`src/ifb_consts.vh`:
```
// Register offsets, field positions and reset values of the flag bank
`ifndef IFB_CONSTS_VH
`define IFB_CONSTS_VH

// ==================================================================
// Register offsets on the plain register port
`define IFB_ADDR_W 4
`define IFB_OFS_FLAG_STATUS_SECOND 4'h0
`define IFB_OFS_ENABLE_CONTROL_FIRST 4'h1
`define IFB_OFS_IRQ_STATUS 4'h2
`define IFB_OFS_IRQ_MASK 4'h3

// ==================================================================
// Widths
`define IFB_DATA_W 16
`define IFB_FLAG_W 7
`define IFB_EN_W 15

// ==================================================================
// Reset values
`define IFB_RST_FLAG_STATUS_SECOND 16'h0000
`define IFB_RST_ENABLE_CONTROL_FIRST 16'h0000
`define IFB_RST_IRQ_MASK 16'h0000

// ==================================================================
// Fields of flag_status_second
`define IFB_BIT_CAPTURE4_REQ_FLAG 6
`define IFB_BIT_CAPTURE3_REQ_FLAG 5
`define IFB_BIT_DMA_CH3_DONE_FLAG 4
`define IFB_BIT_CAN_EVENT_FLAG 3
`define IFB_BIT_CAN_RX_FLAG 2
`define IFB_BIT_SPI_B_EVENT_FLAG 1
`define IFB_BIT_SPI_B_ERROR_FLAG 0

// ==================================================================
// Fields of enable_control_first
`define IFB_BIT_DMA_CH1_DONE_EN 14
`define IFB_BIT_ADC_DONE_EN 13
`define IFB_BIT_UART_A_TX_EN 12
`define IFB_BIT_UART_A_RX_EN 11
`define IFB_BIT_SPI_A_EVENT_EN 10
`define IFB_BIT_SPI_A_ERROR_EN 9
`define IFB_BIT_TIMER_C_EN 8
`define IFB_BIT_TIMER_B_EN 7
`define IFB_BIT_COMPARE_B_EN 6
`define IFB_BIT_CAPTURE_B_EN 5
`define IFB_BIT_DMA_CH0_DONE_EN 4
`define IFB_BIT_TIMER_A_EN 3
`define IFB_BIT_COMPARE_A_EN 2
`define IFB_BIT_CAPTURE_A_EN 1
`define IFB_BIT_EXT_IRQ_A_EN 0

`endif

```
`src/ifb_flag_cell.v`:
```
// Sticky flag register whose hardware set wins over a software load
`default_nettype none

module ifb_flag_cell #(
   parameter WIDTH = 7
) (
   input wire core_clk_in,
   input wire rst_in,
   input wire [WIDTH-1:0] set_in,
   input wire load_in,
   input wire [WIDTH-1:0] load_val_in,
   output reg [WIDTH-1:0] flag_out
);

   // ===============================================================
   // Flag storage
   // A set arriving with a load is OR-ed in after it, so no event is
   // ever lost to a write or a clearing read in the same cycle.
   always @(posedge core_clk_in or posedge rst_in) begin
      if (rst_in) begin
         flag_out <= {WIDTH{1'b0}};
      end else begin
         flag_out <= (load_in ? load_val_in : flag_out) | set_in;
      end
   end

endmodule // ifb_flag_cell

`default_nettype wire

```
`src/ifb_gate.v`:
```
// Registered AND of a request vector with an enable vector
`default_nettype none

module ifb_gate #(
   parameter WIDTH = 15
) (
   input wire core_clk_in,
   input wire rst_in,
   input wire [WIDTH-1:0] req_in,
   input wire [WIDTH-1:0] en_in,
   output reg [WIDTH-1:0] gated_out
);

   // ===============================================================
   // Gating register
   always @(posedge core_clk_in or posedge rst_in) begin
      if (rst_in) begin
         gated_out <= {WIDTH{1'b0}};
      end else begin
         gated_out <= req_in & en_in;
      end
   end

endmodule // ifb_gate

`default_nettype wire

```
`src/ifb_top.v`:
```
// Interrupt request flag and enable bank with register port and irq
//
// Function
// Capture 4 flag bit 6, capture 3 bit 5
// DMA3, CAN, CAN rx, SPI-B flags; 15:7 zero
// Flags show pending requests, RW, reset zero
// Without CAN, CAN flags never interrupt
// Upper enable byte bits 14..8; 15 zero
// Lower enable byte bits 7..0 as listed
// Enable passes request; flags sticky until written
`include "ifb_consts.vh"
`default_nettype none

module ifb_top #(
   parameter HAS_CAN = 1
) (
   input wire core_clk_in,
   input wire rst_in,
   input wire [`IFB_ADDR_W-1:0] reg_addr_in,
   input wire [`IFB_DATA_W-1:0] reg_wdata_in,
   input wire reg_wr_in,
   input wire reg_rd_in,
   output reg [`IFB_DATA_W-1:0] reg_rdata_out,
   input wire [`IFB_FLAG_W-1:0] flag_src_in,
   input wire [`IFB_EN_W-1:0] first_src_flag_in,
   output wire [`IFB_FLAG_W-1:0] flag_pend_out,
   output wire [`IFB_EN_W-1:0] first_req_out,
   output reg [`IFB_EN_W-1:0] enable_out,
   output reg irq_out
);

   // ===============================================================
   // Reset values cut to the widths that are built
   // The shared constants are full words; slicing them here keeps
   // each reset assignment exactly as wide as its register.
   localparam [`IFB_DATA_W-1:0] EN_RST = `IFB_RST_ENABLE_CONTROL_FIRST;
   localparam [`IFB_DATA_W-1:0] MASK_RST = `IFB_RST_IRQ_MASK;

   // Write data under a short name for the per-field loads
   wire [`IFB_DATA_W-1:0] wd;
   assign wd = reg_wdata_in;

   // Software image of flag_status_second, one field at a time
   // A one written to a flag sets it, a zero clears it.
   wire [`IFB_FLAG_W-1:0] flag_wv;
   assign flag_wv[`IFB_BIT_CAPTURE4_REQ_FLAG] = wd[`IFB_BIT_CAPTURE4_REQ_FLAG];
   assign flag_wv[`IFB_BIT_CAPTURE3_REQ_FLAG] = wd[`IFB_BIT_CAPTURE3_REQ_FLAG];
   assign flag_wv[`IFB_BIT_DMA_CH3_DONE_FLAG] = wd[`IFB_BIT_DMA_CH3_DONE_FLAG];
   assign flag_wv[`IFB_BIT_CAN_EVENT_FLAG] = wd[`IFB_BIT_CAN_EVENT_FLAG];
   assign flag_wv[`IFB_BIT_CAN_RX_FLAG] = wd[`IFB_BIT_CAN_RX_FLAG];
   assign flag_wv[`IFB_BIT_SPI_B_EVENT_FLAG] = wd[`IFB_BIT_SPI_B_EVENT_FLAG];
   assign flag_wv[`IFB_BIT_SPI_B_ERROR_FLAG] = wd[`IFB_BIT_SPI_B_ERROR_FLAG];

   // ===============================================================
   // Address decode
   wire sel_flag;
   wire sel_en;
   wire sel_stat;
   wire sel_mask;
   assign sel_flag = (reg_addr_in == `IFB_OFS_FLAG_STATUS_SECOND);
   assign sel_en = (reg_addr_in == `IFB_OFS_ENABLE_CONTROL_FIRST);
   assign sel_stat = (reg_addr_in == `IFB_OFS_IRQ_STATUS);
   assign sel_mask = (reg_addr_in == `IFB_OFS_IRQ_MASK);

   wire wr_flag;
   wire wr_en;
   wire wr_mask;
   wire rd_stat;
   assign wr_flag = reg_wr_in & sel_flag;
   assign wr_en = reg_wr_in & sel_en;
   assign wr_mask = reg_wr_in & sel_mask;
   assign rd_stat = reg_rd_in & sel_stat;

   // ===============================================================
   // CAN variant gating
   // A part without the CAN controller keeps the flag bits writable
   // but they can never reach the priority logic or the irq.
   wire [`IFB_FLAG_W-1:0] can_keep;
   assign can_keep[`IFB_BIT_CAPTURE4_REQ_FLAG] = 1'b1;
   assign can_keep[`IFB_BIT_CAPTURE3_REQ_FLAG] = 1'b1;
   assign can_keep[`IFB_BIT_DMA_CH3_DONE_FLAG] = 1'b1;
   assign can_keep[`IFB_BIT_CAN_EVENT_FLAG] = (HAS_CAN != 0);
   assign can_keep[`IFB_BIT_CAN_RX_FLAG] = (HAS_CAN != 0);
   assign can_keep[`IFB_BIT_SPI_B_EVENT_FLAG] = 1'b1;
   assign can_keep[`IFB_BIT_SPI_B_ERROR_FLAG] = 1'b1;

   // ===============================================================
   // flag_status_second
   // Sources set flags regardless of any enable; only a software write
   // of zero clears them.
   wire [`IFB_FLAG_W-1:0] flag_q;
   ifb_flag_cell #(
      .WIDTH(`IFB_FLAG_W)
   ) u_flags (
      .core_clk_in(core_clk_in),
      .rst_in(rst_in),
      .set_in(flag_src_in),
      .load_in(wr_flag),
      .load_val_in(flag_wv),
      .flag_out(flag_q)
   );

   // Pending requests towards the priority logic
   ifb_gate #(
      .WIDTH(`IFB_FLAG_W)
   ) u_pend (
      .core_clk_in(core_clk_in),
      .rst_in(rst_in),
      .req_in(flag_q),
      .en_in(can_keep),
      .gated_out(flag_pend_out)
   );

   // ===============================================================
   // enable_control_first
   reg [`IFB_EN_W-1:0] en_r;
   reg [`IFB_EN_W-1:0] en_nxt;

   always @* begin
      en_nxt = en_r;
      if (wr_en) begin
         // Bit 15 is never stored; a write to it vanishes
         en_nxt[`IFB_BIT_DMA_CH1_DONE_EN] = wd[`IFB_BIT_DMA_CH1_DONE_EN];
         en_nxt[`IFB_BIT_ADC_DONE_EN] = wd[`IFB_BIT_ADC_DONE_EN];
         en_nxt[`IFB_BIT_UART_A_TX_EN] = wd[`IFB_BIT_UART_A_TX_EN];
         en_nxt[`IFB_BIT_UART_A_RX_EN] = wd[`IFB_BIT_UART_A_RX_EN];
         en_nxt[`IFB_BIT_SPI_A_EVENT_EN] = wd[`IFB_BIT_SPI_A_EVENT_EN];
         en_nxt[`IFB_BIT_SPI_A_ERROR_EN] = wd[`IFB_BIT_SPI_A_ERROR_EN];
         en_nxt[`IFB_BIT_TIMER_C_EN] = wd[`IFB_BIT_TIMER_C_EN];
         en_nxt[`IFB_BIT_TIMER_B_EN] = wd[`IFB_BIT_TIMER_B_EN];
         en_nxt[`IFB_BIT_COMPARE_B_EN] = wd[`IFB_BIT_COMPARE_B_EN];
         en_nxt[`IFB_BIT_CAPTURE_B_EN] = wd[`IFB_BIT_CAPTURE_B_EN];
         en_nxt[`IFB_BIT_DMA_CH0_DONE_EN] = wd[`IFB_BIT_DMA_CH0_DONE_EN];
         en_nxt[`IFB_BIT_TIMER_A_EN] = wd[`IFB_BIT_TIMER_A_EN];
         en_nxt[`IFB_BIT_COMPARE_A_EN] = wd[`IFB_BIT_COMPARE_A_EN];
         en_nxt[`IFB_BIT_CAPTURE_A_EN] = wd[`IFB_BIT_CAPTURE_A_EN];
         en_nxt[`IFB_BIT_EXT_IRQ_A_EN] = wd[`IFB_BIT_EXT_IRQ_A_EN];
      end
   end

   always @(posedge core_clk_in or posedge rst_in) begin
      if (rst_in) begin
         en_r <= EN_RST[`IFB_EN_W-1:0];
         enable_out <= EN_RST[`IFB_EN_W-1:0];
      end else begin
         en_r <= en_nxt;
         enable_out <= en_nxt;
      end
   end

   // An enable of one lets the source's request through, zero blocks it
   ifb_gate #(
      .WIDTH(`IFB_EN_W)
   ) u_first (
      .core_clk_in(core_clk_in),
      .rst_in(rst_in),
      .req_in(first_src_flag_in),
      .en_in(en_r),
      .gated_out(first_req_out)
   );

   // ===============================================================
   // Interrupt status, mask and output
   // Status is sticky and cleared by reading it; a source event in the
   // reading cycle survives into the next read.
   wire [`IFB_FLAG_W-1:0] stat_q;
   wire [`IFB_FLAG_W-1:0] stat_set;
   assign stat_set = flag_src_in & can_keep;

   ifb_flag_cell #(
      .WIDTH(`IFB_FLAG_W)
   ) u_stat (
      .core_clk_in(core_clk_in),
      .rst_in(rst_in),
      .set_in(stat_set),
      .load_in(rd_stat),
      .load_val_in({`IFB_FLAG_W{1'b0}}),
      .flag_out(stat_q)
   );

   reg [`IFB_FLAG_W-1:0] mask_r;
   reg [`IFB_FLAG_W-1:0] mask_nxt;
   reg irq_nxt;
   wire [`IFB_FLAG_W-1:0] irq_hit;

   // Only sources that are both pending and masked in count
   assign irq_hit = stat_q & mask_r;

   // Mask uses the flag layout; bits 15:7 of a write are dropped
   always @* begin
      mask_nxt = mask_r;
      if (wr_mask) begin
         mask_nxt = wd[`IFB_FLAG_W-1:0];
      end
   end

   always @* begin
      irq_nxt = |irq_hit;
   end

   always @(posedge core_clk_in or posedge rst_in) begin
      if (rst_in) begin
         mask_r <= MASK_RST[`IFB_FLAG_W-1:0];
         irq_out <= 1'b0;
      end else begin
         mask_r <= mask_nxt;
         // Lags status by one cycle so that the output is a flip-flop
         irq_out <= irq_nxt;
      end
   end

   // ===============================================================
   // Named fields of flag_status_second
   // Sources set these whether or not anything is enabled.
   wire capture4_req_flag;
   wire capture3_req_flag;
   wire dma_ch3_done_flag;
   wire can_event_flag;
   wire can_rx_flag;
   wire spi_b_event_flag;
   wire spi_b_error_flag;
   assign capture4_req_flag = flag_q[`IFB_BIT_CAPTURE4_REQ_FLAG];
   assign capture3_req_flag = flag_q[`IFB_BIT_CAPTURE3_REQ_FLAG];
   assign dma_ch3_done_flag = flag_q[`IFB_BIT_DMA_CH3_DONE_FLAG];
   assign can_event_flag = flag_q[`IFB_BIT_CAN_EVENT_FLAG];
   assign can_rx_flag = flag_q[`IFB_BIT_CAN_RX_FLAG];
   assign spi_b_event_flag = flag_q[`IFB_BIT_SPI_B_EVENT_FLAG];
   assign spi_b_error_flag = flag_q[`IFB_BIT_SPI_B_ERROR_FLAG];

   // Bits 15:7 are not built and always read zero
   wire [`IFB_DATA_W-1:0] flag_word;
   assign flag_word = {
      9'h000,
      capture4_req_flag,
      capture3_req_flag,
      dma_ch3_done_flag,
      can_event_flag,
      can_rx_flag,
      spi_b_event_flag,
      spi_b_error_flag
   };

   // ===============================================================
   // Named fields of enable_control_first
   wire dma_ch1_done_en;
   wire adc_done_en;
   wire uart_a_tx_en;
   wire uart_a_rx_en;
   wire spi_a_event_en;
   wire spi_a_error_en;
   wire timer_c_en;
   wire timer_b_en;
   wire compare_b_en;
   wire capture_b_en;
   wire dma_ch0_done_en;
   wire timer_a_en;
   wire compare_a_en;
   wire capture_a_en;
   wire ext_irq_a_en;
   assign dma_ch1_done_en = en_r[`IFB_BIT_DMA_CH1_DONE_EN];
   assign adc_done_en = en_r[`IFB_BIT_ADC_DONE_EN];
   assign uart_a_tx_en = en_r[`IFB_BIT_UART_A_TX_EN];
   assign uart_a_rx_en = en_r[`IFB_BIT_UART_A_RX_EN];
   assign spi_a_event_en = en_r[`IFB_BIT_SPI_A_EVENT_EN];
   assign spi_a_error_en = en_r[`IFB_BIT_SPI_A_ERROR_EN];
   assign timer_c_en = en_r[`IFB_BIT_TIMER_C_EN];
   assign timer_b_en = en_r[`IFB_BIT_TIMER_B_EN];
   assign compare_b_en = en_r[`IFB_BIT_COMPARE_B_EN];
   assign capture_b_en = en_r[`IFB_BIT_CAPTURE_B_EN];
   assign dma_ch0_done_en = en_r[`IFB_BIT_DMA_CH0_DONE_EN];
   assign timer_a_en = en_r[`IFB_BIT_TIMER_A_EN];
   assign compare_a_en = en_r[`IFB_BIT_COMPARE_A_EN];
   assign capture_a_en = en_r[`IFB_BIT_CAPTURE_A_EN];
   assign ext_irq_a_en = en_r[`IFB_BIT_EXT_IRQ_A_EN];

   // Bit 15 has no enable behind it and reads zero
   wire [`IFB_DATA_W-1:0] en_word;
   assign en_word = {
      1'b0,
      dma_ch1_done_en,
      adc_done_en,
      uart_a_tx_en,
      uart_a_rx_en,
      spi_a_event_en,
      spi_a_error_en,
      timer_c_en,
      timer_b_en,
      compare_b_en,
      capture_b_en,
      dma_ch0_done_en,
      timer_a_en,
      compare_a_en,
      capture_a_en,
      ext_irq_a_en
   };

   // ===============================================================
   // Status and mask words
   // Both use the flag layout, so their upper bits read zero too.
   wire [`IFB_DATA_W-1:0] stat_word;
   wire [`IFB_DATA_W-1:0] mask_word;
   assign stat_word = {9'h000, stat_q};
   assign mask_word = {9'h000, mask_r};

   // ===============================================================
   // Read data, one cycle after the strobe
   reg [`IFB_DATA_W-1:0] rdata_nxt;

   always @* begin
      rdata_nxt = {`IFB_DATA_W{1'b0}};
      case (reg_addr_in)
         `IFB_OFS_FLAG_STATUS_SECOND: begin
            rdata_nxt = flag_word;
         end
         `IFB_OFS_ENABLE_CONTROL_FIRST: begin
            rdata_nxt = en_word;
         end
         `IFB_OFS_IRQ_STATUS: begin
            rdata_nxt = stat_word;
         end
         `IFB_OFS_IRQ_MASK: begin
            rdata_nxt = mask_word;
         end
         default: begin
            rdata_nxt = {`IFB_DATA_W{1'b0}};
         end
      endcase
   end

   always @(posedge core_clk_in or posedge rst_in) begin
      if (rst_in) begin
         reg_rdata_out <= {`IFB_DATA_W{1'b0}};
      end else if (reg_rd_in) begin
         reg_rdata_out <= rdata_nxt;
      end else begin
         reg_rdata_out <= {`IFB_DATA_W{1'b0}};
      end
   end

endmodule // ifb_top

`default_nettype wire

```
`config.mk`:
```
export PLATFORM = sky130hd
export DESIGN_NAME = ifb_top
export DESIGN_NICKNAME = d
export VERILOG_FILES = /design/src/ifb_flag_cell.v /design/src/ifb_gate.v /design/src/ifb_top.v
export VERILOG_INCLUDE_DIRS = /design/src
export SDC_FILE = /design/constraint.sdc
export NUM_CORES = 1
export LEC_CHECK = 0
export ABC_AREA = 1
export BUFFER_PORTS_ARGS = -buffer_cell sky130_fd_sc_hd__buf_4
export CORE_UTILIZATION = 37
export DETAILED_ROUTE_END_ITERATION = 10
export PLACE_DENSITY = 0.69
export SYNTH_ARGS = -nofsm -noshare
export SYNTH_HDL_FRONTEND = slang
export SYNTH_SLANG_ARGS = --single-unit
```
`constraint.sdc`:
```
create_clock -name core_clk_in -period 2.4 [get_ports core_clk_in]
set_input_delay 0.48 -clock core_clk_in [delete_from_list [all_inputs] [get_ports core_clk_in]]
set_output_delay 0.48 -clock core_clk_in [all_outputs]
set_load 0.01 [all_outputs]
```
==> impl_metrics.ini, run 1 <==
[timing]
tns_ps = 0
min_period_ps = 1520
relSlewSlack_pct = 66.43
setup_viol = 0
drv_slew = 0
worstMarginPinSlew_ps = 502.2
clock.fmax_mhz = 657.9
finalClockSkew_ps = 7.291
rsz0062_at_grt = false
finalHoldViolations = 0
fin_crit_sh_pct = 63.33

[worst_setup_path]
slowest_delay_ps = 420
critical_path_buf_inv_count = 2
path_cells = buf_4 > nor2_4 > nand3_1 > buf_12 > nor2_1 > a21oi_2
r2r_slack_ps = 1510
r2r-start = mask_r[2]$_DFFE_PP0P_
path_max_fanout = 20
end_kind = flip-flop
r2r_cells = 4
crit_type = in2reg
crit_required_ps = 2630
cp_top_family = simple AND/OR/NAND/NOR gates
crit_slowest_cell = nand3_1
timing.critical_path.from = reg_addr_in[1]
arrival_ps = 1750
r2r-end = irq_out$_DFF_PP0_
start_kind = input port

[synthesis]
ys_warn_count = 0
yosys-top-cells-area = dfrtp_1 64%, nand2_1 8.6%, nand3_1 5.4%, inv_1 5.1%, nor2_1 3.9%
synth_edf_count = 0
synth_seq_area_share_pct = 64.40
ys_seq_elements = 74
post-synth-top-count-cell = dfrtp_1
synthCells = 298
syn_nets = 344
synth.distinct_cells = 19
synth_ff_type = dfrtp_1
synth.avg_cell_area_um2 = 9.649
synth_area_leader_cell = dfrtp_1
yosys.area.top_type_share_pct = 64.40
synth_common_cells = 74 x dfrtp_1, 66 x nand2_1, 39 x inv_1, 31 x nand3_1, 30 x nor2_1
synth-async-reset-ratio_pct = 100.0
mappedNetlistArea_um2 = 2875

[floorplanning]
dieArea_um2 = 8128
fp.dieH_um = 90.16
die_width_um = 90.16
start_util_pct = 39.02
io_pins = 100
coreArea_um2 = 7370
num_rows = 31

[cells_and_area]
stdcell_area_um2 = 3889
num_antenna_cells = 0
final_nets = 445
syn2layout_area_growth_pct = 35.25
instances_no_fill = 503
drive_gt1_share_pct = 32.92

[drt]
drt-total-wl_mm = 6.227
drcViolationCount = 0
final_antenna_net_count = 0
drt_pass1_iterations = 5
wl_per_cell_um = 12.38
drt-initial-drc-count = 88
detail_route.vias_per_cell = 4.431
num_vias = 2229

[grt]
grt_pass1_wl_mm = 10.70
grt-busiest-layer = met2
grt_use_met3_pct = 2.876
grt_antenna_before_repair = 0
globalRouteMet1Util_pct = 21.54
overflow = 0
grt_use_met2_pct = 27.74
grt_max_degree = 75
grt_pass1_vias = 2262
gr-usage-all-layers_pct = 16.77

[cts]
h-tree-depth = 3
cts_tree = done
cts-root-buf = clkbuf_8
clkSinkCount = 74
cts.clk_slew.worst_paths_ps = 80
cts_setup_buffers = 0
clk_latency_ps = 350
postCtsResizedCells = 0
cts-hold-fix-buffers = 0
cts_buffer_depth = 2
cts-buffers-inserted = 9

[placed_design]
gp_congestion = 0.8001
port_buffers = 97
dp.cells = 487
dp_hpwl_mm = 4.415
placed_area_um2 = 3717

[min_path]
hp-class = in2async

[run_status]
status = finished clean

[pwr]
cellLeakagePower_nw = 2.111
fin_total_pwr_mw = 2.790
power_density_nw_per_um2 = 717.6
peakVddDrop_uv = 274.5

[run]
max_cap_viol_count = 0
metrics by stage:
step | util (%) | hold WS (ps) | setup slack (ps)
final | 52.77 | 212.9 | 880.1
after global routing | 52.77 | 242.2 | 689.5
after CTS | 52.77 | 226.5 | 843.2
after detailed placement | 50.44 | 394.1 | 481.7
after global placement | 50.44 | 394.2 | 509.6
after floorplan | - | 374.7 | 38.38
final cells by class:
type	count	area [µm²]
fillers	696	3481
repair buffers	100	775.7
inverters	42	157.7
clock buffers	11	141.4
clock inverters	5	30.03
well taps	99	123.9
multi-input cells	172	808.3
flip-flops and latches	74	1852
per-layer routing:
layer	vias up	wire length (µm)
li1	1130	-
met1	1035	2834
met2	53	3029
met3	11	264
met4	0	98
met5	-	0
sequential cells by signal, summed over array words and instances (netlist names):
register / count
u_pend.gated_out: 7
reg_rdata_out: 15
mask_r: 7
u_first.gated_out: 15
u_flags.flag_out: 7
en_r: 15
irq_out: 1
u_stat.flag_out: 7
how the worst max path moves through the flow:
stage	end	slack [ps]	cells after the start
2_1_floorplan	en_r[0]$_DFFE_PP0P_	40	1
3_3_place_gp	en_r[12]$_DFFE_PP0P_	510	6
3_5_place_dp	en_r[12]$_DFFE_PP0P_	480	6
4_1_cts	en_r[12]$_DFFE_PP0P_	840	6
5_1_grt	en_r[7]$_DFFE_PP0P_	690	6
6_report	en_r[12]$_DFFE_PP0P_	880	6
cell families after synthesis:
group                  share of synthesized area [%]
AND/OR/NAND/NOR                                19.89
flip-flops                                     64.40
buffers and inverters                          7.485
AO/OA/AOI/OAI                                  8.094
other                                         0.1304
worst reg2reg max path, cell delays in order (launching register included):
cell	delay, ps
dfrtp_1	400
nand2_1	80
nand3_1	80
a21oi_1	120
nand2_1	80
cells in the final DEF (no fill, tap or decap), types with 2 or more instances in the layout:
master      count
nand3_2         2
inv_2           4
inv_1          38
buf_12          2
dfrtp_1        74
clkinvlp_4      2
clkinv_2        3
buf_4          98
nor2_1         30
a21oi_2         8
nand3_1        31
nand2_1        66
nor2_2          3
o21ai_1        21
clkbuf_8       10
o211ai_1        7
power by group:
part           total (mW)  switching (mW)  internal [mW]
registers            1.46          0.0852           1.37
logic               0.489           0.246          0.243
clock network       0.845           0.447          0.398
total                2.79           0.778           2.01
No activity file was read; power rests on OpenSTA's default activity.
==> inputs of run 2 (changes only) <==
Settings changed: PLACE_DENSITY 0.69 to 0.67.
Clock period 2.4 ns to 1.4 ns, I/O delays scaled along.
==> run 2 against run 1 <==
- flip-flop and latch count is the same
- utilization rose by 2.2 points
- power grew 84%
==> impl_metrics.ini, run 2 (synthesis gave the netlist of run 1 again) <==
[timing]
setup_viol = 0
tns_ps = 0
clock.fmax_mhz = 832.8
finalClockSkew_ps = 5.902
rsz0062_at_grt = false
holdWs_ps = 112.9
min_period_ps = 1201
layout_setup_ws_ps = 199.3
finalHoldViolations = 0
fin_crit_sh_pct = 85.77
drv_slew = 0

[pwr]
peakVddDrop_uv = 543.8
cellLeakagePower_nw = 2.197
power_density_nw_per_um2 = 1266

[floorplanning]
start_util_pct = 39.02
fp.dieH_um = 90.16
io_pins = 100
coreArea_um2 = 7370
die_width_um = 90.16
dieArea_um2 = 8128
num_rows = 31

[cells_and_area]
top_regs = en_r: 15 flops, reg_rdata_out: 15 flops, u_first.gated_out: 15 flops
layout_commonest_cell = buf_4
instances_no_fill = 516
syn2layout_area_growth_pct = 40.86
drive_gt1_share_pct = 34.53
most-common-layout-cells = 109 x buf_4, 74 x dfrtp_1, 66 x nand2_1
fin_util_pct = 54.96
num_antenna_cells = 0
final_nets = 458

[drt]
drt-initial-drc-count = 172
drcViolationCount = 0
drt_pass1_iterations = 4
drt-total-wl_mm = 6.560
final_antenna_net_count = 0
detail_route.vias_per_cell = 4.494
num_vias = 2319
wl_per_cell_um = 12.71

[cts]
cts-buffers-inserted = 9
clkSinkCount = 74
h-tree-depth = 3
cts_buffer_depth = 2
clk_latency_ps = 340
cts_tree = done
cts.clk_slew.worst_paths_ps = 70
cts-root-buf = clkbuf_8

[grt]
grt_max_degree = 40
overflow = 0
grt_pass1_vias = 2294
grt_pass1_wl_mm = 11.12
grt_antenna_before_repair = 0
gr-usage-all-layers_pct = 17.50

[worst_setup_path]
end_kind = output port
path_cells = buf_4
slowest_delay_ps = 420
crit_slowest_cell = dfrtp_1
start_kind = flip-flop
cp_top_family = flip-flops
crit_required_ps = 1120
crit_type = reg2out
arrival_ps = 920
path_max_fanout = 4
critical_path_buf_inv_count = 1

[placed_design]
dp_slack_ps = 57.36
port_buffers = 97
gp_congestion = 0.8047
dp_hpwl_mm = 4.709
dp.cells = 499

[run_status]
status = finished clean

[run]
max_cap_viol_count = 0

[min_path]
hp-class = in2reg
[run 2: changes by cell type in the layout (fill, tap and decap cells not counted), sizes merged]
cell         previous run  this run
clkinv                  3         0
inv                    42        41
buf                   100       112
clkinvlp                2         1
dlygate4sd3             0         1
clkbuf                 11        15
bufinv                  0         1
[run 2: tightest hold or removal path, stage by stage]
cell,delay [ps]
buf_4,70
nand2_1,40
inv_1,40
[run 2: power by group]
group          internal, mW  switching [mW]  leakage (nW)
Clock                  1.02           0.737         0.110
Combinational         0.440           0.432          1.23
Sequential             2.35           0.145         0.858
Total                  3.81            1.31          2.20
[run 2: metal layers]
layer	vias to the layer above	routed length, µm	global-route usage (%)
li1	1158	-	-
met1	1079	2771	21.71
met2	74	3320	29.13
met3	8	359	4.484
met4	0	108	6.989
met5	-	0	0
[run 2: metrics by stage]
| stage | total power, mW | cell area, µm² |
|---|---|---|
| after detailed placement | 3.416 | 3824 |
| after CTS | 5.174 | 4050 |
| after floorplan | 2.921 | 2879 |
| after global routing | 5.376 | 4050 |
| after global placement | 3.389 | 3824 |
| final | 5.126 | 4050 |
[run 2: final timing paths]
| check | start | end | slack (ps) | cells past startpoint |
|---|---|---|---|---|
| min reg2reg | u_flags.flag_out[1]$_DFF_PP0_ | u_pend.gated_out[1]$_DFF_PP0_ | 410 | 0 |
| max in group asynchronous | rst_in | u_pend.gated_out[6]$_DFF_PP0_ | 440 | 4 |
| min in group asynchronous | rst_in | u_pend.gated_out[1]$_DFF_PP0_ | 550 | 4 |
| max reg2reg | mask_r[1]$_DFFE_PP0P_ | irq_out$_DFF_PP0_ | 540 | 4 |
| min | first_src_flag_in[4] | u_first.gated_out[4]$_DFF_PP0_ | 110 | 3 |
| max | en_r[6]$_DFFE_PP0P_ | enable_out[6] | 200 | 1 |
[run 2: cell type report]
cell class                      count  area [µm²]
Multi-Input combinational cell    172       808.3
Clock buffer                       15       186.4
Tap cell                           99       123.9
Timing Repair Buffer              113       888.4
Sequential cell                    74        1852
Fill cell                         701        3319
Inverter                           42       161.4
Clock inverter                      1       30.03
[run 2: repair_timing]
action                                 4_1_cts  5_1_grt
hold buffers                                 1        0
endpoints found under the hold margin       36        0
gates resized for setup                      0        0
setup buffers                                0        0
==> inputs of run 3 (changes only) <==
Settings changed: CTS_CLUSTER_SIZE from default to 8.
Clock period 1.4 ns to 1.45 ns, I/O delays scaled along.
==> run 3 against run 2 <==
- register-to-register slack gained 60 ps
- first-iteration DRC count is 47% lower
- critical endpoint is now enable_out[1]
- critical path depth is the same
- clock power about the same
- combinational power down 5.3%
- sequential power down 4%
- power fell by 3.2%
- sequential share of layout area up 0.33 points
- global-route usage is 0.49 points lower
- die area unchanged
==> impl_metrics.ini, run 3 (synthesis gave the netlist of run 1 again) <==
[cells_and_area]
most-common-layout-cells = 109 x buf_4, 74 x dfrtp_1, 66 x nand2_1
num_antenna_cells = 0
syn2layout_area_growth_pct = 39.86
top_regs = en_r: 15 flops, reg_rdata_out: 15 flops, u_first.gated_out: 15 flops
layout_commonest_cell = buf_4
instances_no_fill = 514
final_nets = 456
drive_gt1_share_pct = 34.94
stdcell_area_um2 = 4021

[worst_setup_path]
cp_top_family = flip-flops
r2r_cells = 4
path_cells = buf_4
crit_type = reg2out
slowest_delay_ps = 420
path_max_fanout = 4
crit_required_ps = 1160
start_kind = flip-flop
arrival_ps = 920
r2r_slack_ps = 600
end_kind = output port
path_depth = 1
critical_path_buf_inv_count = 1
crit_slowest_cell = dfrtp_1

[drt]
drt_pass1_iterations = 4
drcViolationCount = 0
drt-total-wl_mm = 6.425
num_vias = 2293
detail_route.vias_per_cell = 4.461
drt-initial-drc-count = 91
wl_per_cell_um = 12.50
final_antenna_net_count = 0

[grt]
grt_pass1_wl_mm = 10.74
gr-usage-all-layers_pct = 17.00
grt_antenna_before_repair = 0
grt_max_degree = 40
grt_pass1_vias = 2273
overflow = 0

[placed_design]
dp_hpwl_mm = 4.684
port_buffers = 97
placed_area_um2 = 3804
dp.cells = 498
gp_congestion = 0.8031

[cts]
cts_buffer_depth = 2
h-tree-depth = 3
cts.clk_slew.worst_paths_ps = 70
postCtsResizedCells = 0
cts_tree = done
clkSinkCount = 74
cts-buffers-inserted = 9
clk_latency_ps = 350
cts-root-buf = clkbuf_8
cts-hold-fix-buffers = 0
cts_setup_buffers = 0

[pwr]
cellLeakagePower_nw = 2.189
power_density_nw_per_um2 = 1234
peakVddDrop_uv = 523.5

[run_status]
status = finished clean

[timing]
fin_crit_sh_pct = 83.64
worstMarginPinSlew_ps = 507.3
holdWs_ps = 65.59
clock.fmax_mhz = 824.5
drv_slew = 0
tns_ps = 0
min_period_ps = 1213
relSlewSlack_pct = 66.15
setup_viol = 0
rsz0062_at_grt = false
finalHoldViolations = 0
finalClockSkew_ps = 8.245

[floorplanning]
die_width_um = 90.16
start_util_pct = 39.02
dieArea_um2 = 8128
num_rows = 31
io_pins = 100
fp.dieH_um = 90.16
coreArea_um2 = 7370

[min_path]
hp-class = in2async

[run]
max_cap_viol_count = 0
-- run 3: changes by cell type in the layout (fill, tap and decap cells not counted), sizes merged --
cell / delta
clkbuf: -5
clkinv: +4
dlygate4sd3: -1
bufinv: +1
buf: -1
-- run 3: worst paths after layout --
check                                               from                         endpoint
setup reg to reg                   mask_r[1]$_DFFE_PP0P_                irq_out$_DFF_PP0_
hold reg to reg            u_flags.flag_out[1]$_DFF_PP0_    u_pend.gated_out[1]$_DFF_PP0_
min in group core_clk_in           first_src_flag_in[14]  u_first.gated_out[14]$_DFF_PP0_
setup / recovery                     en_r[1]$_DFFE_PP0P_                    enable_out[1]
max in group asynchronous                         rst_in              en_r[5]$_DFFE_PP0P_
hold / removal                                    rst_in             en_r[13]$_DFFE_PP0P_
-- run 3: routing by layer --
metal / vias to the layer above / part of all wire [%] / global-route usage [%] / wire length, µm
li1: 1155 / - / - / -
met1: 1070 / 44 / 21.13 / 2822
met2: 58 / 50 / 28.37 / 3207
met3: 10 / 4.5 / 3.215 / 291
met4: 0 / 1.6 / 8.468 / 103
met5: - / 0 / 0 / 0
-- run 3: cell type report --
cell class	instances	area (µm²)
Fill cell	705	3348
Sequential cell	74	1852
Timing Repair Buffer	111	858.3
Multi-Input combinational cell	172	808.3
Inverter	42	161.4
Clock buffer	10	137.6
Tap cell	99	123.9
Clock inverter	6	80.08
-- run 3: metrics by stage --
step	power (mW)	worst slack, ps	utilization [%]
finish	4.962	237.2	54.57
global route	5.205	197.3	54.57
CTS	5.012	229.2	54.57
detailed placement	3.290	120.3	51.61
global placement	3.266	115.5	51.61
floorplan	2.820	304.9	-
-- run 3: where the power goes --
part           internal (mW)  switching [mW]  leakage, nW
logic                  0.417           0.409         1.22
clock network           1.00           0.723        0.116
registers               2.27           0.140        0.858
